File: src/shared/synth_cfg_pkg.sv
// package of encodings and field layouts for the global config decode
// assumes a single synchronous clock domain and static programmed values
package synth_cfg_pkg;

    // ****************************************
    // reference divider codes
    // ****************************************
    localparam logic [1:0] REF_DIV4 = 2'h0;
    localparam logic [1:0] REF_DIV2 = 2'h1;
    localparam logic [1:0] REF_DIV1 = 2'h2;
    localparam logic [1:0] REF_DIV_RSVD = 2'h3;

    // ****************************************
    // mode pin function codes
    // ****************************************
    typedef enum logic [2:0] {
        PIN_DIS_MAIN = 3'h0,
        PIN_DIS_AUX = 3'h1,
        PIN_DIS_BOTH = 3'h2,
        PIN_SHIFT_EN = 3'h3,
        PIN_RSVD4 = 3'h4,
        PIN_RSVD5 = 3'h5,
        PIN_RSVD6 = 3'h6,
        PIN_AUX_FORCE = 3'h7
    } pin_func_t;

    // ****************************************
    // aux source codes and ratio layout
    // ****************************************
    localparam logic [1:0] AUX_SRC_PLL = 2'h2;
    localparam int RATIO_INT_BITS = 12;
    localparam int RATIO_FRAC_BITS = 20;
    localparam int RATIO_WIDTH = RATIO_INT_BITS + RATIO_FRAC_BITS;
    localparam int RATIO_COUNT = 4;

    // ****************************************
    // grouped decode outputs
    // ****************************************
    typedef struct packed {
        logic [2:0] refDivide;
        logic refDivValid;
        logic mainEnable;
        logic auxEnable;
        logic shiftEnable;
        logic [1:0] auxSource;
    } decode_out_t;

    localparam decode_out_t DECODE_RESET = '{
        refDivide: 3'h4, refDivValid: 1'b1, mainEnable: 1'b0,
        auxEnable: 1'b0, shiftEnable: 1'b0, auxSource: 2'h0};

endpackage

File: src/design/synth_global_config_decode.sv
// decode of the programmed global parameters of a clock synthesizer
// assumes programmed values are static and the mode pin is synchronous
//
// Behaviour
// divider code 00 divides by four, 01 by two, 10 by one; 11 reserved
// configurer uses divide-by-four only for 32 to 56 MHz references
// output_on_unlock 0 holds clock outputs low while pll is unlocked
// output_on_unlock 1 keeps clock outputs enabled regardless of lock
// three-bit function selects mode pin use; 100, 101, 110 do nothing
// codes 000, 001, 010 disable main, aux, or both outputs
// code 011 makes the pin the ratio shift enable
// code 111 lets the pin force aux source to code 10
// user ratio is output over reference times 2^20, 12.20 unsigned
// four user ratios held static, chosen by the modal selection
// external driver holds pin low to enable, high to disable
// in shift mapping, pin high enables shift, low disables it
// aux override applies only while the pin is high
// configurer never programs reserved divider or function codes
module synth_global_config_decode #(
    parameter int RATIO_SETS = synth_cfg_pkg::RATIO_COUNT
) (
    input wire logic sys_clk,
    input wire logic rst_n,
    input wire logic [1:0] ref_divider_select,
    input wire logic output_on_unlock,
    input wire logic [2:0] mode_pin_function,
    input wire logic third_mode_pin,
    input wire logic pllLocked,
    input wire logic [1:0] aux_source_select,
    input wire logic [1:0] ratio_shift_select,
    input wire logic [1:0] modeSelect,
    input wire logic [synth_cfg_pkg::RATIO_WIDTH*RATIO_SETS-1:0] user_ratio,
    output synth_cfg_pkg::decode_out_t decodeOut,
    output logic [1:0] shiftSelect,
    output logic [synth_cfg_pkg::RATIO_WIDTH-1:0] activeRatio
);

    // ****************************************
    // parameter check
    // ****************************************
    if (RATIO_SETS != synth_cfg_pkg::RATIO_COUNT) begin : g_bad_sets
        $error("ratio set count must match the two mode select pins");
    end

    synth_cfg_pkg::decode_out_t next_decodeOut;
    synth_cfg_pkg::pin_func_t pinFunc;
    logic unlockGate;
    logic pinDisMain;
    logic pinDisAux;

    assign pinFunc = synth_cfg_pkg::pin_func_t'(mode_pin_function);

    // ****************************************
    // combinational decode
    // ****************************************
    always_comb begin
        next_decodeOut = synth_cfg_pkg::DECODE_RESET;
        // reserved code keeps divide-by-one but flags invalid
        case (ref_divider_select)
            synth_cfg_pkg::REF_DIV4: next_decodeOut.refDivide = 3'h4;
            synth_cfg_pkg::REF_DIV2: next_decodeOut.refDivide = 3'h2;
            synth_cfg_pkg::REF_DIV1: next_decodeOut.refDivide = 3'h1;
            default: begin
                next_decodeOut.refDivide = 3'h1;
                next_decodeOut.refDivValid = 1'b0;
            end
        endcase
        // outputs gated low while unlocked unless told otherwise
        unlockGate = output_on_unlock | pllLocked;
        pinDisMain = 1'b0;
        pinDisAux = 1'b0;
        next_decodeOut.auxSource = aux_source_select;
        case (pinFunc)
            synth_cfg_pkg::PIN_DIS_MAIN: pinDisMain = third_mode_pin;
            synth_cfg_pkg::PIN_DIS_AUX: pinDisAux = third_mode_pin;
            synth_cfg_pkg::PIN_DIS_BOTH: begin
                pinDisMain = third_mode_pin;
                pinDisAux = third_mode_pin;
            end
            synth_cfg_pkg::PIN_SHIFT_EN:
                next_decodeOut.shiftEnable = third_mode_pin;
            synth_cfg_pkg::PIN_AUX_FORCE: begin
                if (third_mode_pin) begin
                    next_decodeOut.auxSource = synth_cfg_pkg::AUX_SRC_PLL;
                end
            end
            default: ;
        endcase
        next_decodeOut.mainEnable = unlockGate & ~pinDisMain;
        next_decodeOut.auxEnable = unlockGate & ~pinDisAux;
    end

    // ****************************************
    // registered control outputs
    // ****************************************
    always_ff @(posedge sys_clk) begin
        if (!rst_n) begin
            decodeOut <= synth_cfg_pkg::DECODE_RESET;
        end else begin
            decodeOut <= next_decodeOut;
        end
    end

    // shift selection only meaningful while shift is enabled
    always_ff @(posedge sys_clk) begin
        if (!rst_n) begin
            shiftSelect <= 2'h0;
        end else begin
            shiftSelect <= ratio_shift_select;
        end
    end

    // ratios are static storage; selection by mode pins only
    always_ff @(posedge sys_clk) begin
        if (!rst_n) begin
            activeRatio <= '0;
        end else begin
            activeRatio <= user_ratio[modeSelect*synth_cfg_pkg::RATIO_WIDTH
                +: synth_cfg_pkg::RATIO_WIDTH];
        end
    end

    // ****************************************
    // per-set ratio checks
    // ****************************************
    // one check per stored set, so a wrong slice in any set is caught
    for (genvar s = 0; s < RATIO_SETS; s++) begin : g_ratio_chk

    end
endmodule // synth_global_config_decode

File: config.mk
export PLATFORM = sky130hd
export DESIGN_NAME = synth_global_config_decode
export DESIGN_NICKNAME = d
export VERILOG_FILES = /design/src/shared/synth_cfg_pkg.sv /design/src/design/synth_global_config_decode.sv
export SDC_FILE = /design/constraint.sdc
export NUM_CORES = 1
export LEC_CHECK = 0
export BUFFER_PORTS_ARGS = -buffer_cell sky130_fd_sc_hd__clkbuf_2
export CAP_MARGIN = 20
export CORE_ASPECT_RATIO = 0.7
export CORE_MARGIN = 2
export CORE_UTILIZATION = 33
export CTS_CLUSTER_SIZE = 40
export DETAILED_ROUTE_END_ITERATION = 8
export PLACE_DENSITY = 0.77
export SLEW_MARGIN = 20
export SYNTH_ARGS = -nofsm -noshare
export SYNTH_HDL_FRONTEND = slang
export SYNTH_SLANG_ARGS = --single-unit
File: constraint.sdc
create_clock -name sys_clk -period 0.9 [get_ports sys_clk]
set_input_delay 0.135 -clock sys_clk [delete_from_list [all_inputs] [get_ports sys_clk]]
set_output_delay 0.135 -clock sys_clk [all_outputs]
set_load 0.01 [all_outputs]
# Yosys cells after proc, flatten, opt, wreduce, memory -nomap -nowiden
# Index checks and enable logic that the tools add are counted.
[op_classes]
n_div = 0
muxes = 6
n_lt_le_gt_ge = 0
n_mul = 0
n_shift = 1
n_addsub = 0
reduce_logical = 6
eq_ne = 6
n_bitwise = 5
[ops]
columns = ["op", "count"]
rows = [
  ["$shiftx A128 B8 Y32", 1],
  ["$eq A3 B2 Y1 const B", 2],
  ["$pmux W3 S2", 1],
  ["$mux W2", 2],
  ["$reduce_or A2 Y1", 2],
  ["$eq A3 B1 Y1 const B", 1],
  ["$eq A3 B3 Y1 const B", 1],
  ["$logic_not A3 Y1", 1],
  ["$mux W1", 3],
  ["$reduce_or A3 Y1", 1],
  ["$and A1 B1 Y1", 2],
  ["$eq A2 B1 Y1 const B", 1],
  ["$eq A2 B2 Y1 const B", 1],
  ["$logic_not A2 Y1", 1],
  ["$not A1 Y1", 2],
  ["$reduce_and A2 Y1", 1],
  ["$or A1 B1 Y1", 1],
]
[word_totals]
wordCells = 32
latchBits = 0
memories = 0
out_inout_bits = 43
register_bits = 43
romBits = 0
ram_bits = 0
input_bits = 144

# Logic depth before layout (Yosys ltp)
# Gate-level depths: netlist of run 1.
[logic_depth]
ltp_word = 5
mapped_depth = 4

# Worst setup path before layout of run 1
# No wires, ideal clock.
[synth_path]
path_kind = "in2reg"
from = "in modeSelect[1]"
to = "reg activeRatio[0] in the netlist's numbering"
arrival_time_ns = 0.713
n_path_buf = 2
path_stages = 4
path_slack_ns = 0.053
cell_sequence = "buf_6 buf_8 mux2i_1 o22ai_1"
[synth_via]
elab_chain_len = 1
[synth_rtl]
columns = ["element", "line_no", "text"]
rows = [
  ["start, declared", "synth_global_config_decode.sv:31", "input wire logic [1:0] modeSelect,"],
  ["$shiftx A128 B8 Y32", "synth_global_config_decode.sv:118", "activeRatio <= user_ratio[modeSelect*synth_cfg_pkg::RATIO_WIDTH"],
  ["end signal, assigned", "synth_global_config_decode.sv:118", ""],
  ["end, declared", "synth_global_config_decode.sv:35", "output logic [synth_cfg_pkg::RATIO_WIDTH-1:0] activeRatio"],
]
# Every way passes these cells.
# A chain may end at the register's enable or synchronous reset.

# Worst setup path after layout of run 1
[layout_path]
from = "reg activeRatio[29] in the netlist's numbering"
to = "out activeRatio[29] in the netlist's numbering"
# No word-level cell between the ends.

==> impl_metrics.yaml, run 1 <==
synthesis:
  synth_cells: 173
  ys.flop_type: "dfxtp_1"
  syn-num-nets: 317
  synth_area_leaders: "dfxtp_1, mux2i_1, o22ai_1"
  netlist_area_sq_um: 1960
  synth_edf_count: 0
  seq_area_frac_synth: 0.439
  synth_top_area_frac: 0.439
  yosys_register_bits: 43
  synth_top_area_cell: "dfxtp_1"
  syn_avg_cell_area_sq_um: 11.3
  async_flop_share: 0
  synthDistinctLibCells: 23
  yosysWarnings: 0
timing:
  setup_viol: 0
  period_needed_ns: 0.877
  fin_ws_ns: 0.0230
  hold_viol_final: 0
  timing.final.crit_share: 0.974
  rsz0062_at_grt: "yes"
  fin_hold_ws_ns: 0.0370
  relSlewSlack: 0.850
  fmax_mhz: 1140
  final_max_slew_viol_count: 0
  worstMarginPinSlew_ns: 0.223
flow_run:
  max-cap-violations: 0
place:
  place_ws_ns: -0.0619
  hpwlAfterDp_mm: 4.90
  port_buffers: 186
  postPlaceCellArea_sq_um: 2940
  finalWeightedCongestion: 0.675
clock_tree:
  clk_path_buf_depth: 2
  hold_buffers: 0
  cts_sinks: 43
  h-tree-depth: 2
  cts-resized-gates: 4
  clk_pin_slew_worst_paths_ns: 0.08
  cts_tree: "done"
  cts_setup_buffers: 0
  numCtsBuffers: 5
  cts-root-buf: "clkbuf_8"
critical_path:
  required_ns: 0.76
  crit_fanout: 1
  worst_setup_path_end_kind: "output port"
  cpMaxStageDelayCell: "dfxtp_1"
  slowest_delay_ns: 0.32
  worstPathArrival_ns: 0.74
  cp-start-kind: "register"
  cp_top_family: "flip-flops"
  path_buf_inv: 1
  crit_type: "reg -> out"
  critical_path.cell_chain: "buf_2"
route:
  routedWlPerCell_microns: 13.6
  vias: 2048
  wl_met3_microns: 609
  ant_nets: 0
  top_layer: "met4"
  dr.pass1.iters: 4
  viasPerCell: 4.68
  wl_met2_mm: 3.11
  drc: 0
  drt-total-wl_mm: 5.96
  wl_met1_mm: 2.19
  first_iter_violations: 28
floorplan:
  boundaryPins: 187
  die-width_microns: 96.1
  dieHeight_microns: 68.5
  fp-row-count: 23
  core_area_sq_um: 5730
  start_util: 0.342
  die_area_sq_um: 6580
final_layout:
  final_cell_mix: "clkbuf_2, mux2i_1, o22ai_1, dfxtp_1, buf_2"
  nets: 506
  drive_above_1_share: 0.598
  final_cell_area_sq_um: 3170
  regArea_sq_um: 877
  nFillCells: 543
  multi_input_area_sq_um: 946
  final_common_cell: "clkbuf_2"
  syn2layout_area_growth_pct: 61.7
  diodes: 0
pwr:
  leakage_uw: 0.00177
  ir_drop_v: 0.000684
  power.density_nw_per_um2: 1480
hold_path:
  min_from: "ref_divider_select[0]"
  holdPathEnd: "decodeOut[5]"
  whs_path_depth: 2
  worstHoldPathType: "in -> reg"
global_routing:
  antenna_found_initial: 0
  grt_max_degree: 26
  grt_overflow_total: 0
  grt.total_usage: 0.169
  grt_pass1_vias: 1924
  grt_pass1_wl_mm: 8.54
outcome:
  status: "complete, no violations"
[cells by family (layout without fill, tap and decap cells)]
| logic type | after synthesis | after routing | synth area share |
|---|---|---|---|
| flops | 43 | 43 | 0.439 |
| buf+inv | 16 | 206 | 0.0779 |
| xor+xnor | 1 | 1 | 0.00447 |
| compound gates | 37 | 37 | 0.116 |
| mux | 64 | 64 | 0.327 |
| simple gates | 12 | 12 | 0.0351 |
[synth_stat cells (2+ instances only)]
cell type / n
dfxtp_1: 43
inv_1: 2
o22ai_1: 32
mux2i_1: 64
clkbuf_1: 4
buf_2: 2
a21oi_1: 2
nand2_1: 2
buf_12: 3
and2_1: 3
o21ai_0: 2
buf_8: 3
[metrics by stage]
step	total power, uW	util	std cells	setup TNS [ns]
final	4700	0.553	438	0
after floorplan	2630	-	173	0
after global routing	4970	0.553	438	-0.0679
after CTS	4710	0.535	438	-0.00303
after detailed placement	3140	0.514	430	-0.675
after global placement	3100	0.514	430	-0.0211
[registers in the layout (all words and copies together) (netlist names)]
name and count:
decodeOut 9, activeRatio 32, shiftSelect 2
[how the worst max path moves through the flow]
| stage | startpoint | endpoint | slack (ns) | depth (start not counted) |
|---|---|---|---|---|
| 5_1_grt | activeRatio[29] | activeRatio[29] | -0.01 | 1 |
| 4_1_cts | activeRatio[1] | activeRatio[1] | -0.003 | 1 |
| 6_report | activeRatio[29] | activeRatio[29] | 0.02 | 1 |
| 3_3_place_gp | modeSelect[1] | activeRatio[25] | -0.02 | 4 |
| 2_1_floorplan | modeSelect[1] | activeRatio[0] | 0.05 | 4 |
| 3_5_place_dp | modeSelect[1] | activeRatio[1] | -0.06 | 4 |
[routing by layer]
metal | GRT usage | vias to the layer above
met5 | 0 | -
met4 | 0.0554 | 0
met3 | 0.0573 | 7
met2 | 0.314 | 101
met1 | 0.181 | 919
li1 | - | 1021
[layout make-up]
class                           count  area share
Clock buffer                        6      0.0261
Tap cell                           75      0.0296
Inverter                            2     0.00237
Timing Repair Buffer              196       0.356
Multi-Input combinational cell    114       0.298
Sequential cell                    43       0.277
Clock inverter                      2      0.0111
[power breakdown]
part           switching, uW  internal [uW]
Combinational            449            607
Sequential              45.1           2050
Clock                    649            898
Total                   1140           3560
Power figures use the tool's default switching activity.
==> run 2, diff against run 1 <==
Settings changed: CORE_UTILIZATION 33 to 34, CTS_BUF_LIST set to sky130_fd_sc_hd__clkbuf_2, PLACE_DENSITY 0.77 to 0.79.
==> impl_metrics.yaml, run 2 (same netlist as run 1, synthesis figures left out) <==
place:
  dp.cells: 428
  hpwlAfterDp_mm: 4.58
  finalWeightedCongestion: 0.702
  port_buffers: 186
hold_path:
  worstHoldPathType: "in -> reg"
  min_from: "user_ratio[40]"
critical_path:
  cpMaxStageDelayCell: "dfxtp_2"
  worstPathArrival_ns: 0.90
  crit_path_start: "decodeOut[0]"
  cp-start-kind: "register"
  crit_type: "reg -> out"
  slowest_delay_ns: 0.38
  worst_setup_path_end_kind: "output port"
  cp_top_family: "flip-flops"
  crit_fanout: 1
  required_ns: 0.76
  endpoint: "decodeOut[0]"
  path_buf_inv: 1
  critical_path.cell_chain: "buf_6"
  worstSetupPathDepth: 1
timing:
  fmax_mhz: 964
  worstMarginPinSlew_ns: 0.252
  period_needed_ns: 1.04
  setup_viol: 43
  setup_tns_ns: -4.62
  fin_ws_ns: -0.137
  timing.final.crit_share: 1.15
  rsz0062_at_grt: "yes"
  relSlewSlack: 0.830
  hold_viol_final: 0
  final_max_slew_viol_count: 0
global_routing:
  grt_pass1_vias: 2432
  grt_pass1_wl_mm: 10.9
  use_met3: 0.0737
  grt.total_usage: 0.223
  antenna_found_initial: 0
  grt_overflow_total: 0
  busiest_layer: "met2"
  grt_max_degree: 33
  met1_usage: 0.213
  met2_usage: 0.441
clock_tree:
  cts_sinks: 43
  h-tree-depth: 2
  cts-root-buf: "clkbuf_2"
  cts_tree: "done"
  numCtsBuffers: 5
  cts_setup_buffers: 0
  clk_path_buf_depth: 2
  clk_pin_slew_worst_paths_ns: 0.25
route:
  first_iter_violations: 67
  drc: 0
  ant_nets: 0
  drt-total-wl_mm: 7.97
  vias: 2472
  dr.pass1.iters: 5
  viasPerCell: 4.82
  routedWlPerCell_microns: 15.5
final_layout:
  diodes: 0
  drive_above_1_share: 0.532
  final_cells: 513
  largest_reg_flops: 32
  final_cell_mix: "clkbuf_2, dlygate4sd3_1, mux2i_1, o22ai_1"
  regMostFlops: "activeRatio"
  nets: 581
  reg_top3: "activeRatio x32, decodeOut x9, shiftSelect x2"
  final_common_cell: "clkbuf_2"
  syn2layout_area_growth_pct: 107
pwr:
  power.density_nw_per_um2: 1230
  leakage_uw: 0.00211
  ir_drop_v: 0.000817
floorplan:
  die-width_microns: 94.7
  boundaryPins: 187
  fp-row-count: 23
  core_area_sq_um: 5640
  dieHeight_microns: 67.5
  start_util: 0.347
  die_area_sq_um: 6400
flow_run:
  max-cap-violations: 0
outcome:
  status: "finished, violations left"
  failed_checks: "setup timing"
==> run 2: cell type report <==
type                    count  area, sq um
fillers                   410         1580
inverters                   2         7.51
repair buffers            271         2020
clock buffers               5         25.0
clock inverters             3         67.6
multi-input cells         114          946
flip-flops and latches     43          900
well taps                  75         93.8
==> run 2: repair_timing <==
item                                    in CTS  in global routing
endpoints found under the hold margin       33                  2
pin swaps                                    0                  0
endpoints found under the setup margin      43                 43
hold buffers                                74                  3
resized for setup                            9                 98
==> run 2: report_power, final <==
part           switching, uW  total, uW  internal (uW)
clock network            664       1410            746
registers               60.1       2130           2070
logic                    544       1440            898
total                   1270       4980           3710
==> run 2: how the worst min path moves through the flow <==
stage,end,depth (start not counted)
floorplan,decodeOut[7],1
global placement,decodeOut[5],2
detailed placement,decodeOut[5],2
CTS,activeRatio[16],3
global route,activeRatio[9],3
finish,activeRatio[8],3
==> run 2: metrics by stage <==
step                worst slack [ns]  hold WS, ns  total power [uW]  cell area (sq um)  utilization
floorplan                     0.0535        0.207              2630               1960            -
global placement             -0.0132        0.335              3120               2960        0.526
detailed placement           -0.0565        0.334              3150               2960        0.526
CTS                           -0.179   0.00000377              4820               3810        0.675
global route                  -0.202      0.00222              5200               4060        0.720
finish                        -0.137       0.0339              4980               4060        0.720
==> run 2: layer usage <==
| layer | wire, microns | up-vias |
|---|---|---|
| li1 | - | 1171 |
| met1 | 2770 | 1131 |
| met2 | 4180 | 147 |
| met3 | 772 | 23 |
| met4 | 239 | 0 |
| met5 | 0 | - |
